### src/core/mirror_seq_params.svh
// Timing and sizing constants for the mirror array supply sequencer.
// Operation
// - Core logic supply must be up and settled before any mirror supply.
// - Bias supply enabled only after offset supply is good and delay elapsed.
// - Offset-to-bias delay is at least 1 ms, nominally 2 ms.
// - Reset supply may switch in either order relative to the bias supply.
// - All single-ended CMOS inputs stay low until the core supply settles.
// - Core supply stays on until bias, reset and offset have discharged.
// - Offset power-good must stay high after offset enable falls, for a hold.
// - Offset power-good hold after offset enable falls is at least 100 ns.
// - Supplies enabled only after mirror output enable (active low) is high.
// - Global mirror bias command issued after supplies are up, before running.
// - Orderly shutdown parks mirrors, then asserts power-down, then drops rails.
// - In emergency park, offset enable may fall after offset power-good.
// - In emergency park, park-done flag goes high before offset power-good drops.
`ifndef MIRROR_SEQ_PARAMS_SVH
`define MIRROR_SEQ_PARAMS_SVH

`define CLK_PERIOD_NS        50
`define OFFSET_TO_BIAS_NS    2000000
`define POWER_GOOD_HOLD_NS   100
`define PARK_TIMEOUT_NS      1000000
`define TIMER_WIDTH          16

// Least times round up to whole clock cycles.
`define NS_TO_CYCLES(ns) (((ns) + `CLK_PERIOD_NS - 1) / `CLK_PERIOD_NS)

`endif

### src/core/mirror_seq_pkg.sv
// Types shared by the mirror array supply sequencer.
package mirror_seq_pkg;

  typedef enum logic [3:0] {
    SEQ_OFF,
    SEQ_CORE_UP,
    SEQ_OFFSET_UP,
    SEQ_WAIT_DELAY,
    SEQ_RAILS_UP,
    SEQ_BIAS_CMD,
    SEQ_RUN,
    SEQ_PARK,
    SEQ_DISABLE_RAILS,
    SEQ_WAIT_DISCHARGE,
    SEQ_CORE_OFF,
    SEQ_EPARK,
    SEQ_EFLAG,
    SEQ_EDISABLE
  } seq_state_t;

  typedef struct packed {
    logic core;
    logic offset;
    logic bias;
    logic reset;
  } rails_t;

  typedef struct packed {
    logic core;
    logic offset;
    logic bias;
    logic reset;
  } rails_good_t;

endpackage : mirror_seq_pkg

### src/core/delay_timer.sv
// Loadable down-counter that reports when a loaded delay has run out.
`timescale 1ns/10ps
module delay_timer #(
  parameter int WIDTH = 16
) (
  input  wire logic             clk,
  input  wire logic             srst,
  input  wire logic             ce,
  input  wire logic             load,
  input  wire logic [WIDTH-1:0] count,
  output logic                  done
);

  logic [WIDTH-1:0] cnt_q;
  logic [WIDTH-1:0] cnt_d;
  logic             done_q;
  logic             done_d;

  always_comb begin
    cnt_d  = cnt_q;
    done_d = done_q;
    if (load) begin
      cnt_d  = count;
      done_d = 1'b0;
    end else if (cnt_q > 1) begin
      cnt_d = cnt_q - 1'b1;
    end else begin
      cnt_d  = '0;
      done_d = 1'b1;
    end
  end

  always_ff @(posedge clk) begin
    if (srst) begin
      cnt_q  <= '0;
      done_q <= 1'b0;
    end else if (ce) begin
      cnt_q  <= cnt_d;
      done_q <= done_d;
    end
  end

  assign done = done_q;

endmodule : delay_timer

### src/core/mirror_array_supply_sequencer.sv
// Power-up, power-down and emergency park sequencer for the mirror rails.
`timescale 1ns/10ps
`include "mirror_seq_params.svh"
module mirror_array_supply_sequencer #(
  parameter int TW                  = `TIMER_WIDTH,
  parameter int OFFSET_TO_BIAS_CYC  = `NS_TO_CYCLES(`OFFSET_TO_BIAS_NS),
  parameter int PARK_TIMEOUT_CYC    = `NS_TO_CYCLES(`PARK_TIMEOUT_NS)
) (
  input  wire logic                       clk,
  input  wire logic                       srst,
  input  wire logic                       ce,
  input  wire logic                       powerOnReq,
  input  wire logic                       powerOffReq,
  input  wire logic                       powerLoss,
  input  wire mirror_seq_pkg::rails_good_t railsGood,
  input  wire logic                       railsDischarged,
  input  wire logic                       mirrorOutputEnableN,
  input  wire logic                       parkComplete,
  output mirror_seq_pkg::rails_t          railEn,
  output logic                            cmosDriveEn,
  output logic                            biasCmd,
  output logic                            parkReq,
  output logic                            powerDownN,
  output logic                            parkDoneFlag,
  output logic                            running,
  output logic                            holdFault,
  output mirror_seq_pkg::seq_state_t      seqState
);
  import mirror_seq_pkg::*;

  // ---------------------------------------------------------------------
  // Timing constants
  // ---------------------------------------------------------------------
  localparam logic [TW-1:0] OffsetToBias = TW'(OFFSET_TO_BIAS_CYC);
  localparam logic [TW-1:0] PgHold       =
    TW'(`NS_TO_CYCLES(`POWER_GOOD_HOLD_NS));
  localparam logic [TW-1:0] ParkTimeout  = TW'(PARK_TIMEOUT_CYC);

  // ---------------------------------------------------------------------
  // State
  // ---------------------------------------------------------------------
  seq_state_t state_q;
  seq_state_t state_d;
  rails_t     rails_q;
  rails_t     rails_d;
  logic       cmos_q;
  logic       cmos_d;
  logic       biasCmd_q;
  logic       biasCmd_d;
  logic       parkReq_q;
  logic       parkReq_d;
  logic       pdn_q;
  logic       pdn_d;
  logic       parkFlag_q;
  logic       parkFlag_d;
  logic       holdFault_q;
  logic       holdFault_d;
  logic       holdWatch_q;
  logic       holdWatch_d;
  logic       timerLoad;
  logic [TW-1:0] timerCount;
  logic       timerDone;

  delay_timer #(
    .WIDTH (TW)
  ) u_timer (
    .clk   (clk),
    .srst  (srst),
    .ce    (ce),
    .load  (timerLoad),
    .count (timerCount),
    .done  (timerDone)
  );

  // True in every state where a power loss must divert the sequence. Once
  // the mirror rails are disabled the discharge wait already guards them,
  // so a loss there must not drop the core rail before they discharge.
  function automatic logic powered(input seq_state_t s);
    powered = (s != SEQ_OFF) && (s != SEQ_EPARK) && (s != SEQ_EFLAG) &&
              (s != SEQ_EDISABLE) && (s != SEQ_CORE_OFF) &&
              (s != SEQ_WAIT_DISCHARGE);
  endfunction : powered

  // ---------------------------------------------------------------------
  // Next-state logic
  // ---------------------------------------------------------------------
  always_comb begin
    state_d     = state_q;
    rails_d     = rails_q;
    cmos_d      = cmos_q;
    biasCmd_d   = 1'b0;
    parkReq_d   = parkReq_q;
    pdn_d       = pdn_q;
    parkFlag_d  = parkFlag_q;
    holdFault_d = holdFault_q;
    holdWatch_d = holdWatch_q;
    timerLoad   = 1'b0;
    timerCount  = '0;

    // The hold watch looks for power-good falling too soon after the
    // offset enable dropped; it only runs in a normal power-down.
    if (holdWatch_q) begin
      if (timerDone) begin
        holdWatch_d = 1'b0;
      end else if (!railsGood.offset) begin
        holdFault_d = 1'b1;
        holdWatch_d = 1'b0;
      end
    end

    case (state_q)
      SEQ_OFF: begin
        rails_d    = '0;
        cmos_d     = 1'b0;
        parkReq_d  = 1'b0;
        pdn_d      = 1'b0;
        parkFlag_d = 1'b0;
        if (powerOnReq && mirrorOutputEnableN && !powerLoss) begin
          rails_d.core = 1'b1;
          holdFault_d  = 1'b0;
          state_d      = SEQ_CORE_UP;
        end
      end
      SEQ_CORE_UP: begin
        if (railsGood.core) begin
          cmos_d         = 1'b1;
          pdn_d          = 1'b1;
          rails_d.offset = 1'b1;
          state_d        = SEQ_OFFSET_UP;
        end
      end
      SEQ_OFFSET_UP: begin
        if (railsGood.offset) begin
          timerLoad  = 1'b1;
          timerCount = OffsetToBias;
          state_d    = SEQ_WAIT_DELAY;
        end
      end
      SEQ_WAIT_DELAY: begin
        if (timerDone && !timerLoad) begin
          // Bias and reset rise together; their order does not matter.
          rails_d.bias  = 1'b1;
          rails_d.reset = 1'b1;
          state_d       = SEQ_RAILS_UP;
        end
      end
      SEQ_RAILS_UP: begin
        if (railsGood.bias && railsGood.reset) begin
          biasCmd_d = 1'b1;
          state_d   = SEQ_BIAS_CMD;
        end
      end
      SEQ_BIAS_CMD: begin
        state_d = SEQ_RUN;
      end
      SEQ_RUN: begin
        if (powerOffReq) begin
          parkReq_d  = 1'b1;
          timerLoad  = 1'b1;
          timerCount = ParkTimeout;
          state_d    = SEQ_PARK;
        end
      end
      SEQ_PARK: begin
        // A controller that never reports completion must not hold the
        // rails up forever, so the park is bounded by a timeout.
        if (parkComplete || (timerDone && !timerLoad)) begin
          parkReq_d = 1'b0;
          pdn_d     = 1'b0;
          state_d   = SEQ_DISABLE_RAILS;
        end
      end
      SEQ_DISABLE_RAILS: begin
        rails_d.bias   = 1'b0;
        rails_d.reset  = 1'b0;
        rails_d.offset = 1'b0;
        cmos_d         = 1'b0;
        timerLoad      = 1'b1;
        timerCount     = PgHold;
        holdWatch_d    = 1'b1;
        state_d        = SEQ_WAIT_DISCHARGE;
      end
      SEQ_WAIT_DISCHARGE: begin
        if (railsDischarged && !holdWatch_q) begin
          state_d = SEQ_CORE_OFF;
        end
      end
      SEQ_CORE_OFF: begin
        rails_d.core = 1'b0;
        if (!railsGood.core) begin
          state_d = SEQ_OFF;
        end
      end
      SEQ_EPARK: begin
        if (parkComplete || (timerDone && !timerLoad)) begin
          parkReq_d  = 1'b0;
          parkFlag_d = 1'b1;
          state_d    = SEQ_EFLAG;
        end
      end
      SEQ_EFLAG: begin
        // Offset enable drops only now, possibly after power-good fell.
        pdn_d          = 1'b0;
        cmos_d         = 1'b0;
        rails_d.bias   = 1'b0;
        rails_d.reset  = 1'b0;
        rails_d.offset = 1'b0;
        state_d        = SEQ_EDISABLE;
      end
      SEQ_EDISABLE: begin
        if (railsDischarged) begin
          parkFlag_d = 1'b0;
          state_d    = SEQ_CORE_OFF;
        end
      end
      default: begin
        state_d = SEQ_OFF;
      end
    endcase

    // Power loss overrides the normal ordering from any powered state.
    if (powerLoss && powered(state_q)) begin
      if (rails_q.offset || rails_q.bias || rails_q.reset) begin
        parkReq_d   = 1'b1;
        holdWatch_d = 1'b0;
        timerLoad   = 1'b1;
        timerCount  = ParkTimeout;
        rails_d     = rails_q;
        state_d     = SEQ_EPARK;
      end else begin
        cmos_d  = 1'b0;
        pdn_d   = 1'b0;
        rails_d = '0;
        state_d = SEQ_OFF;
      end
    end
  end

  // ---------------------------------------------------------------------
  // Registers
  // ---------------------------------------------------------------------
  always_ff @(posedge clk) begin
    if (srst) begin
      state_q     <= SEQ_OFF;
      rails_q     <= '0;
      cmos_q      <= 1'b0;
      biasCmd_q   <= 1'b0;
      parkReq_q   <= 1'b0;
      pdn_q       <= 1'b0;
      parkFlag_q  <= 1'b0;
      holdFault_q <= 1'b0;
      holdWatch_q <= 1'b0;
    end else if (ce) begin
      state_q     <= state_d;
      rails_q     <= rails_d;
      cmos_q      <= cmos_d;
      biasCmd_q   <= biasCmd_d;
      parkReq_q   <= parkReq_d;
      pdn_q       <= pdn_d;
      parkFlag_q  <= parkFlag_d;
      holdFault_q <= holdFault_d;
      holdWatch_q <= holdWatch_d;
    end
  end

  assign railEn       = rails_q;
  assign cmosDriveEn  = cmos_q;
  assign biasCmd      = biasCmd_q;
  assign parkReq      = parkReq_q;
  assign powerDownN   = pdn_q;
  assign parkDoneFlag = parkFlag_q;
  assign running      = (state_q == SEQ_RUN);
  assign holdFault    = holdFault_q;
  assign seqState     = state_q;

endmodule : mirror_array_supply_sequencer

### config.mk
export PLATFORM = sky130hd
export DESIGN_NAME = mirror_array_supply_sequencer
export DESIGN_NICKNAME = d
export VERILOG_FILES = /design/src/core/mirror_seq_pkg.sv /design/src/core/delay_timer.sv /design/src/core/mirror_array_supply_sequencer.sv
export VERILOG_INCLUDE_DIRS = /design/src /design/src/core
export SDC_FILE = /design/constraint.sdc
export NUM_CORES = 1
export LEC_CHECK = 0
export ABC_AREA = 0
export BUFFER_PORTS_ARGS = -buffer_cell sky130_fd_sc_hd__buf_2
export CAP_MARGIN = 30
export CORE_MARGIN = 8
export CORE_UTILIZATION = 30
export DETAILED_ROUTE_END_ITERATION = 10
export GPL_ROUTABILITY_DRIVEN = 0
export HOLD_SLACK_MARGIN = 0.15
export PLACE_DENSITY = 0.51
export SLEW_MARGIN = 30
export SYNTH_ARGS = -nofsm -noshare
export SYNTH_HDL_FRONTEND = slang
export SYNTH_SLANG_ARGS = --single-unit
### constraint.sdc
create_clock -name clk -period 2.48 [get_ports clk]
set_clock_uncertainty 0.05 [all_clocks]
set_input_delay 0.496 -clock clk [delete_from_list [all_inputs] [get_ports clk]]
set_output_delay 0.496 -clock clk [all_outputs]
set_load 0.05 [all_outputs]
; ---- Yosys cells after proc, flatten, opt, wreduce, memory -nomap -nowiden
; Index checks and enable logic that the tools add are counted.
[totals]
register_bits = 32
output_inout_bits = 15
elab_cells = 144
[op_classes]
addsub = 1
n_lt_le_gt_ge = 1
eq_ne = 33
n_mux = 65
n_reduce_logical = 30
[ops]
columns = cell, count
row1 = $mux W16, 5
row2 = $mux W4, 15
row3 = $pmux W4 S14, 1
row4 = $pmux W16 S3, 1
row5 = $mux W1, 33
row6 = $ne A3 B3 Y1 const B, 9
row7 = $eq A4 B4 Y1 const B, 6
row8 = $ne A4 B4 Y1 const B, 5
row9 = $eq A4 B3 Y1 const B, 4
row10 = $gt A16 B1 Y1 const B, 1
row11 = $sub A16 B1 Y16 const B, 1
row12 = $mux W15, 1
row13 = $pmux W1 S3, 4
row14 = $reduce_and A12 Y1, 1
row15 = $reduce_and A4 Y1, 3
row16 = $reduce_bool A3 Y1, 4
row17 = $logic_and A1 B1 Y1, 10
row18 = $eq A4 B2 Y1 const B, 2
row19 = $ne A2 B2 Y1 const B, 4
row20 = $ne A3 B2 Y1 const B, 2
row21 = $pmux W1 S2, 3
row22 = $eq A4 B1 Y1 const B, 1
row23 = $logic_not A4 Y1, 1
row24 = $pmux W2 S2, 1
row25 = 8 further kinds, 12

; ---- Depth between registers and ports, before layout
; Gate-level depths: netlist (run 1).
[depth]
depth_word = 10
depth_mapped = 8
ltp_nobuf = 7

; ---- Hierarchy
; From an unflattened synthesis (run 1), not the netlist that was laid out.
[unflattened]
hier_cells = 300
hier_area_um2 = 2225.9
[by_module_without_submodules]
columns = mod, n_inst, cells_per_inst, area_per_inst_um2, seq_area_each_um2
row1 = mirror_array_supply_sequencer, 1, 159, 1134.8, 280.3
row2 = delay_timer, 1, 141, 1091.0, 340.3

; ---- Worst setup path after synthesis (run 1)
; OpenSTA, ideal clock, no wires.
[synth_path]
path_type = flip-flop to flip-flop
startpoint = reg state_q[3], in the netlist seqState[3]
endpoint = reg u_timer.cnt_q[14]
setup_ps = 103
arrival_ps = 2203
required_time_ps = 2327
path_slack_ps = 124
path_stages_with_launch = 7
synth_period_minus_slack_ps = 2356
path_cell_list = dfxtp_1 -> buf_2 -> and2b_1 -> a211oi_4 -> a211oi_2 -> a21oi_1 -> a2111oi_2
[synth_via]
elab_chain_cells = 9
[synth_lines]
columns = element, line_no
row1 = from (decl), mirror_array_supply_sequencer.sv:42  ; seq_state_t state_q;
row2 = from (signal assigned), mirror_array_supply_sequencer.sv:254  ; state_q <= state_d;
row3 = $ne A4 B4 Y1 or $reduce_bool A4 Y1 (tied branches), mirror_array_supply_sequencer.sv:79  ; powered = (s != SEQ_OFF) && (s != SEQ_EPARK) && (s != SEQ_EFLAG) &&
row4 = $logic_and A1 B1 Y1 (3 in a row), mirror_array_supply_sequencer.sv:79
row5 = $logic_and A1 B1 Y1 (2 in a row), mirror_array_supply_sequencer.sv:80  ; (s != SEQ_EDISABLE) && (s != SEQ_CORE_OFF) &&
row6 = $logic_and A1 B1 Y1, mirror_array_supply_sequencer.sv:222  ; if (powerLoss && powered(state_q)) begin
row7 = $mux W16 or $mux W1 (tied branches), mirror_array_supply_sequencer.sv:222
row8 = $mux W16 (*), delay_timer.sv:22  ; if (load) begin
row9 = to (signal assigned), delay_timer.sv:38  ; cnt_q <= cnt_d;
row10 = to (decl), delay_timer.sv:14  ; logic [WIDTH-1:0] cnt_q;
; Every way passes the cells marked *; elsewhere a longest branch is shown, timed or not.
; A chain may end at the register's enable or synchronous reset.

; ---- Worst setup path after layout (run 1)
[layout_path]
startpoint = reg state_q[3], in the netlist seqState[3]
endpoint = reg holdFault_q, in the netlist holdFault
[layout_via]
elab_chain_cells = 2
[layout_lines]
columns = element, line_no
row1 = $logic_not A4 Y1, mirror_array_supply_sequencer.sv:111  ; case (state_q)
row2 = $mux W1, mirror_array_supply_sequencer.sv:111
row3 = to (signal assigned), mirror_array_supply_sequencer.sv:261  ; holdFault_q <= holdFault_d;
row4 = to (decl), mirror_array_supply_sequencer.sv:56  ; logic holdFault_q;
; Every way passes these cells.

==> results of run 1 <==
==> sequential cells by signal (all words and copies together) (netlist names) <==
register	flops
holdFault	1
holdWatch_q	1
biasCmd	1
parkDoneFlag	1
u_timer.done	1
parkReq	1
seqState	4
powerDownN	1
u_timer.cnt_q	16
railEn	3
cmosDriveEn	1
==> stage by stage <==
stage | hold WS (ns) | util | cells | worst slack [ns] | cell area [sq um]
2_1_floorplan | 0.404 | - | 294 | 0.124 | 2230
3_3_place_gp | 0.404 | 0.345 | 413 | 0.176 | 2490
3_5_place_dp | 0.413 | 0.345 | 413 | 0.111 | 2490
4_1_cts | 0.423 | 0.356 | 421 | 0.0889 | 2570
5_1_grt | 0.441 | 0.358 | 421 | 0.00684 | 2580
6_report | 0.412 | 0.358 | 421 | 0.172 | 2580
==> power groups by stage <==
stage,sequential (mW),clock (mW),combinational (mW)
after detailed placement,0.877,0,2.23
after global routing,0.912,0.441,2.49
after CTS,0.869,0.417,2.24
after global placement,0.879,0,2.22
final,0.873,0.402,2.26
after floorplan,0.931,0,1.68
==> worst max-delay path, stage by stage, from the launching register on <==
cell,delay (ns)
dfxtp_1,0.48
buf_4,0.25
nor4_4,0.36
a211o_1,0.21
o21ai_0,0.13
or4_1,0.56
o211a_1,0.15
==> metal layers <==
layer  global-route usage  up-vias
met2                0.212       73
met5                    0        -
met1                0.171     1100
met3               0.0422       17
li1                     -     1159
met4               0.0530        0
==> cell usage after synthesis (all sizes together), types with 6 or more instances <==
master | count | area share
nor3 | 16 | 0.038
o21ai | 15 | 0.034
nand3 | 8 | 0.018
buf | 15 | 0.046
nand2b | 7 | 0.020
nand2 | 27 | 0.045
dfxtp | 31 | 0.28
inv | 10 | 0.017
nor4 | 6 | 0.024
nor2 | 24 | 0.040
o211ai | 7 | 0.024
a21oi | 22 | 0.049
a31oi | 14 | 0.039
nand4 | 10 | 0.028
clkbuf | 11 | 0.018
==> final cells by class <==
| type | instances | area [sq um] |
|---|---|---|
| sequential | 31 | 621 |
| multi-input combinational | 227 | 1440 |
| inverter | 10 | 37.5 |
| tap | 99 | 124 |
| clock inverter | 1 | 5.00 |
| clock buffer | 7 | 76.3 |
| timing repair buffer | 46 | 278 |
| fill | 792 | 4630 |
==> worst paths after layout <==
check | from | endpoint
worst max-delay path | seqState[3]$_SDFFE_PP0P_ | holdFault$_SDFFE_PP0P_
worst max register to register | seqState[3]$_SDFFE_PP0P_ | holdFault$_SDFFE_PP0P_
worst min-delay path | biasCmd$_SDFFE_PP0P_ | biasCmd$_SDFFE_PP0P_
worst min register to register | biasCmd$_SDFFE_PP0P_ | biasCmd$_SDFFE_PP0P_
==> logic make-up after synthesis <==
kind of cell             count (synthesis)  synth area share
multiplexers                             2           0.00897
adder cells (fa/ha/maj)                  3            0.0157
AO/OA/AOI/OAI                           93             0.298
flip-flops                              31             0.278
buffers and inverters                   36            0.0813
XOR/XNOR                                 1           0.00392
AND/OR/NAND/NOR                        128             0.314
==> timing repair <==
| action | in CTS | in global routing |
|---|---|---|
| endpoints found under the hold margin | 0 | 0 |
| resized for setup | 0 | 2 |
| endpoints found under the setup margin | 0 | 1 |
==> metrics, run 1 <==
status complete, no violations; post-detail-place hpwl between 4 and 5 mm; Critical Path AT 2.44 ns; commonest non-fill, non-tap cells in the layout dfxtp_1, nand2_1, buf_2, nor2_1, a21oi_1; share of cells above drive strength 1 0.211; width of the die a little over 100 microns; largest net degree at the start of global routing 28; first-pass GRT wire length ~11 mm; top_reg_cell synth dfxtp_1; Boundary Pins 28; CTS Buffer Depth 2; part of the power in registers 0.247; CTS tree yes; Clk Latency, worst-skew pair 0.29 ns; post-CTS setup buffer count 0; startpoint types flip-flop; met3 WL post-DR 401 microns; number of synthesized flops with an enable pin 0; 1st-iter DRT viols 132; total of max-cap violations 0; Wirelength per Cell around 16 microns; Tot GR Track Use 0.137; clk sinks 31; PD cells 1370 nW/um^2; max-slew violation count 0; Crit Path Category reg2reg; Die Y a little over 100 microns; antenna diode count 0; Final setup viols 0; # rows 31; Switching Share 0.505; syn_nets slightly above 300; Slew @ Worst Pin 0.570 ns; worst r2r path cells 6; drt drc 0; H-tree levels 2; R2R setup slack around 0.17 ns; Gate power share 0.639; First-pass DRT Iterations 5; Final Hold Viols 0; M1 WL a little over 3 mm; synthesis-to-finish area growth 15.6%; sequential area share after synthesis 0.278; initial antenna violation count 0; crit path time final 2.31 ns; Hold Crit Depth 2; Root Driver clkbuf_8; Post-CTS Hold Fix Bufs 0; asr flop ratio synth 0; core area roughly 7000 sq um; worst path required time 2.61 ns; total chip power 3.53 mW; final period utilization 0.931; TritonCTS Buffers 5; post-DR vias/cell roughly 5.6; most common cell after layout, fill and taps aside dfxtp_1; Clock Pin Slew Worst Setup and Hold Paths about 0.070 ns; Switch Pwr 1.78 mW; total number of vias 2349; buffers added on ports 27; RSZ-0062 raised after global routing no; vias in the first global route approximately 2300; Max Used Layer met4; Congestion Overflow GR 0; WL final 6.76 mm; Max Clk Rate roughly 0.43 GHz; VDD IR max ~630 uV; WL met2 between 3 and 4 mm; antenna viol nets, final 0; Cells after Synth just under 300; Layout Nets between 300 and 400; Sum Neg Setup Slack 0 ns; P_int around 1.7 mW; Avg Cell Area, Syn ~7.6 sq um; Hold WC Path Type reg2reg; Mapped Area 2230 sq um; #FFs+latches synth 31; Netlist cell types just over 60; Setup crit end kind flip-flop; Initial Util 0.309; Clk pwr share 0.114; Worst Path Max Fanout 19; static leakage 1.04 nW; die area 10500 sq um; YS warnings 0; Slew headroom 0.616
No activity file was read; power rests on OpenSTA's default activity.
==> run 2, diff against run 1 <==
PLACE_DENSITY = default   (was 0.51)
PLACE_DENSITY_LB_ADDON = 0.08   (was default)
==> run 2 against run 1 <==
Via count fell by 0.51%; sequential share of layout area fell by 0.47 points; largest cell class unchanged; register-to-register slack improved by 0.04 ns; largest power group unchanged; cell count rose by 0.48%; hold slack got worse by 0.0016 ns; flip-flop and latch count did not move; clock power rose by 34%; critical endpoint is now u_timer.cnt_q[14]$_SDFFE_PP0P_; global-route usage rose by 0.90 points; first-iteration DRC count fell by 30%; count of clock-buffer cells in the layout fell by 1; combinational power rose by 3%; highest routed layer unchanged; power rose by 5.8%.
==> metrics, run 2 (synthesis gave the netlist of run 1 again) <==
status complete, no violations; Hold WC Path Type reg2reg; post-route insts no fill 423 (+0.48%); antenna diode count 0 (unchanged); share of cells above drive strength 1 0.222 (+0.0110); width of the die 102 microns (unchanged); first-pass GRT wire length 12.1 mm (+7.1%); VDD IR max 496 uV (-21%); Die Y 102 microns (unchanged); Wirelength per Cell 16.8 microns (+4.7%); post-DR vias/cell 5.52 (-0.98%); crit path time final 2.27 ns (-0.0357 ns); crit-path max cell delay 0.45 ns (-0.11 ns); Critical Path AT 2.40 ns (-0.04 ns); Largest register FFs 16 (unchanged); final period utilization 0.916 (-0.0144); max-slew violation count 0 (unchanged); commonest non-fill, non-tap cells in the layout dfxtp_1, nand2_1, buf_2, nor2_1, a21oi_1; Worst Path Max Fanout 15 (-4); Root Driver clkbuf_8; worst r2r path cells 6 (unchanged); Setup crit end kind flip-flop; TritonCTS Buffers 5 (unchanged); vias in the first global route 2362 (+3.3%); antenna viol nets, final 0 (unchanged); CP endpoint u_timer.cnt_q[14]$_SDFFE_PP0P_; PD cells 1420 nW/um^2 (+3.7%); clk sinks 31 (unchanged); worst path required time 2.61 ns (about the same); total of max-cap violations 0 (unchanged); Sum Neg Setup Slack 0 ns (unchanged); Congestion Overflow GR 0 (unchanged); Design Area, Final 2630 sq um (+2.0%); static leakage 1.07 nW (+2.7%); Slew headroom 0.608 (-0.00788); final hold slack 0.411 ns (-0.00159 ns); Post-CTS Hold Fix Bufs 0 (unchanged); buffers added on ports 27 (unchanged); R2R setup slack 0.21 ns (+0.04 ns); largest register by flop count u_timer.cnt_q; Layout Nets 338 (+0.60%); Clock Pin Slew Worst Setup and Hold Paths 0.07 ns (about the same); 1st-iter DRT viols 93 (-30%); Reg-to-Reg End u_timer.cnt_q[14]$_SDFFE_PP0P_; post-route setup slack 0.207 ns (+0.0357 ns); total number of vias 2337 (-0.51%); Initial Util 0.309 (unchanged); First-pass DRT Iterations 4 (-1); post-detail-place hpwl 5.21 mm (+5.6%); # rows 31 (unchanged); die area 10500 sq um (unchanged); Post-Place Cells 415 (+0.48%); pre-CTS WS 0.173 ns (+0.0621 ns); synthesis-to-finish area growth 17.9%; drt drc 0 (unchanged); Final setup viols 0 (unchanged); Final Hold Viols 0 (unchanged); WL final 7.11 mm (+5.2%); Clk Latency, worst-skew pair 0.29 ns (about the same); Slew @ Worst Pin 0.587 ns (+0.0167 ns); hold_sp parkReq$_SDFFE_PP0P_; most common cell after layout, fill and taps aside dfxtp_1; RR Startpoint seqState[1]$_SDFFE_PP0P_; dpl cell area 2500 sq um (+0.60%); CTS Buffer Depth 2 (unchanged); total chip power 3.74 mW (+5.8%); startpoint types flip-flop; Max Clk Rate 0.440 GHz (+1.6%); CP startpoint seqState[1]$_SDFFE_PP0P_; CP max stage cell dfxtp_1; Crit Path Category reg2reg; Boundary Pins 28 (unchanged); Tot GR Track Use 0.146 (+0.00900); RSZ-0062 raised after global routing no; initial antenna violation count 0 (unchanged); largest net degree at the start of global routing 28 (unchanged); H-tree levels 2 (unchanged); core area 7210 sq um (unchanged); Final Util 0.365 (+0.00711); critical path cell sequence buf_4, nand2b_1, a21boi_0, a211oi_2, a21oi_1, a2111oi_2; CTS tree yes
## run 2: cell types whose count changed in the layout (fill, tap and decap cells not counted)
cell       change
buf_4          +2
clkbuf_1       -2
bufinv_16      +1
clkbuf_8       +1
## run 2: worst min-delay path by stage
stage / to / slack [ns] / cells after the start
after floorplan: u_timer.cnt_q[9]$_SDFFE_PP0P_ / 0.40 / 2
after global placement: parkReq$_SDFFE_PP0P_ / 0.40 / 1
final: parkReq$_SDFFE_PP0P_ / 0.41 / 1
after CTS: parkReq$_SDFFE_PP0P_ / 0.42 / 1
after detailed placement: parkReq$_SDFFE_PP0P_ / 0.40 / 1
after global routing: u_timer.cnt_q[9]$_SDFFE_PP0P_ / 0.45 / 2
## run 2: what timing repair did
item,CTS,global route
setup buffers,0,0
endpoints found under the setup margin,0,1
gates resized for setup,0,2
## run 2: worst max-delay path, delay by kind of cell, from the launching register on
family                 cells  cell delay (ns)
buffers and inverters      1             0.24
AO/OA/AOI/OAI              4             1.15
flip-flops                 1             0.45
AND/OR/NAND/NOR            1             0.25
## run 2: layer usage
metal  wire length, microns  GRT usage
met1                   3370      0.179
met2                   3270      0.237
met3                    239     0.0327
met4                    224     0.0621
met5                      0          0
## run 2: final cells by class
class,instances,area (sq um)
Clock buffer,6,82.6
Clock inverter,2,35.0
Fill cell,796,4580
Inverter,10,37.5
Multi-Input combinational cell,227,1440
Sequential cell,31,621
Tap cell,99,124
Timing Repair Buffer,48,293
## run 2: where the power goes
part	total [mW]	switching [mW]	internal [mW]
logic	2.33	1.41	0.919
clock network	0.540	0.214	0.325
registers	0.866	0.204	0.661
==> run 3, diff against run 2 <==
RECOVER_POWER = 100   (was default)
clock period = 2 ns   (was 2.48 ns; I/O delays follow)
==> run 3 against run 2 <==
Register-to-register slack got worse by 0.13 ns; setup slack worse by 0.13 ns; sequential share of layout area shrank 2.1 points; flip-flop and latch count did not move; sequential power up 21%; utilization rose by 4.7 points; cell count is 7.8% higher; final area grew 13%; combinational power grew 57%; critical path depth unchanged; largest power group unchanged; non-clock buffer count up 33.
==> metrics, run 3 (synthesis gave the netlist of run 1 again) <==
crit-path max cell delay 0.57 ns (+0.12 ns); crit path time final 1.92 ns (-0.352 ns); largest net degree at the start of global routing 18 (-36%); total of max-cap violations 0 (unchanged); Sum Neg Setup Slack 0 ns (unchanged); Worst Path Max Fanout 4 (-11); worst path bufs/invs 1 (unchanged); Design Area, Final 2970 sq um (+13%); largest register by flop count u_timer.cnt_q; Root Driver clkbuf_8; core area 7210 sq um (unchanged); Slew headroom 0.589 (-0.0187); Max Clk Rate 0.521 GHz (+18%); Boundary Pins 28 (unchanged); Post-CTS Hold Fix Bufs 0 (unchanged); Slew @ Worst Pin 0.619 ns (+0.0318 ns); RR Startpoint seqState[1]$_SDFFE_PP0P_; antenna diode count 0 (unchanged); Largest register FFs 16 (unchanged); Crit Path Category reg2reg; width of the die 102 microns (unchanged); Top Family by Delay on Critical Path simple AND/OR/NAND/NOR gates; first-pass GRT wire length 12.3 mm (+1.8%); Final Util 0.412 (+0.0472); Hold EP parkReq$_SDFFE_PP0P_; Clock Pin Slew Worst Setup and Hold Paths 0.07 ns (about the same); Worst path depth 6 (unchanged); PD cells 1770 nW/um^2 (+25%); drt drc 0 (unchanged); 1st-iter DRT viols 131 (+41%); worst path required time 2.13 ns (-0.48 ns); post-DR vias/cell 5.46 (-1.2%); static leakage 1.21 nW (+13%); final period utilization 0.960 (+0.0438); Hold WC Path Type reg2reg; Clk Latency, worst-skew pair 0.28 ns (about the same); Reg-to-Reg End holdFault$_SDFFE_PP0P_; Critical Path AT 2.05 ns (-0.35 ns); Final setup viols 0 (unchanged); Die Y 102 microns (unchanged); final hold slack 0.416 ns (+0.00563 ns); startpoint types flip-flop; buffers added on ports 27 (unchanged); initial antenna violation count 0 (unchanged); worst r2r path cells 6 (unchanged); CTS tree yes; Congestion Overflow GR 0 (unchanged); H-tree levels 2 (unchanged); max-slew violation count 0 (unchanged); Layout Nets 371 (+9.8%); total number of vias 2490 (+6.5%); R2R setup slack 0.08 ns (-0.13 ns); synthesis-to-finish area growth 33.2%; CTS Buffer Depth 2 (unchanged); critical path cell sequence buf_4, nor4_4, a211o_1, o21ai_0, or4_1, o211a_1; status complete, no violations; antenna viol nets, final 0 (unchanged); commonest non-fill, non-tap cells in the layout buf_4, nand2_1, dfxtp_1, nor2_1, a21oi_1; Tot GR Track Use 0.149 (+0.00390); dpl cell area 2780 sq um (+11%); clk sinks 31 (unchanged); CP max stage cell or4_1; post-detail-place hpwl 5.76 mm (+11%); Initial Util 0.309 (unchanged); RSZ-0062 raised after global routing yes; TritonCTS Buffers 5 (unchanged); vias in the first global route 2415 (+2.2%); share of cells above drive strength 1 0.322 (+0.0999); Wirelength per Cell 16.4 microns (-2.2%); VDD IR max 486 uV (-1.9%); First-pass DRT Iterations 4 (unchanged); Setup crit end kind flip-flop; die area 10500 sq um (unchanged); Hold Crit Depth 1 (unchanged); most common cell after layout, fill and taps aside buf_4; # rows 31 (unchanged); Final Hold Viols 0 (unchanged); WL final 7.49 mm (+5.4%); hold_sp parkReq$_SDFFE_PP0P_
==> run 3: power by group <==
group	total [mW]	switching [mW]	internal [mW]
registers	1.05	0.206	0.840
clock network	0.565	0.251	0.314
logic	3.65	2.01	1.65
total	5.26	2.46	2.80
==> run 3: worst reg2reg max path, cell delays in order (launching register included) <==
cell and delay (ns):
dfxtp_4 0.34, buf_4 0.14, nor4_4 0.24, a211o_1 0.19, o21ai_0 0.15, or4_1 0.57, o211a_1 0.13
==> run 3: stage by stage <==
step	setup slack (ns)	instances	power, mW
after floorplan	-0.0942	294	3.39
after global placement	-0.00558	444	4.47
after detailed placement	-0.0326	444	4.47
after CTS	0.00384	454	5.09
after global routing	-0.0503	456	5.67
final	0.0796	456	5.26
==> run 3: worst max path at each step <==
stage	start	endpoint	slack, ns
CTS	seqState[2]$_SDFFE_PP0P_	u_timer.cnt_q[9]$_SDFFE_PP0P_	0.004
global placement	seqState[0]$_SDFFE_PP0P_	holdFault$_SDFFE_PP0P_	-0.006
detailed placement	seqState[2]$_SDFFE_PP0P_	u_timer.cnt_q[9]$_SDFFE_PP0P_	-0.03
global route	seqState[1]$_SDFFE_PP0P_	u_timer.cnt_q[9]$_SDFFE_PP0P_	-0.05
finish	seqState[1]$_SDFFE_PP0P_	holdFault$_SDFFE_PP0P_	0.08
floorplan	seqState[0]$_SDFFE_PP0P_	holdFault$_SDFFE_PP0P_	-0.09
==> run 3: final cells by class <==
type,count,area [sq um]
fillers,771,4240
flip-flops and latches,31,638
well taps,99,124
inverters,10,37.5
multi-input cells,227,1520
clock buffers,8,100
repair buffers,81,554
==> run 3: routing by layer <==
| metal | global-route usage | wire length [microns] | vias to the layer above |
|---|---|---|---|
| met2 | 0.255 | 3740 | 62 |
| met5 | 0 | 0 | - |
| met3 | 0.0313 | 349 | 14 |
| li1 | - | - | 1232 |
| met1 | 0.183 | 3270 | 1182 |
| met4 | 0.0451 | 140 | 0 |
==> run 3: timing repair <==
action                     CTS  global route
setup endpoints to repair    5            18
setup buffers                2             2
pin swaps                    3            10
resized for setup            0            20
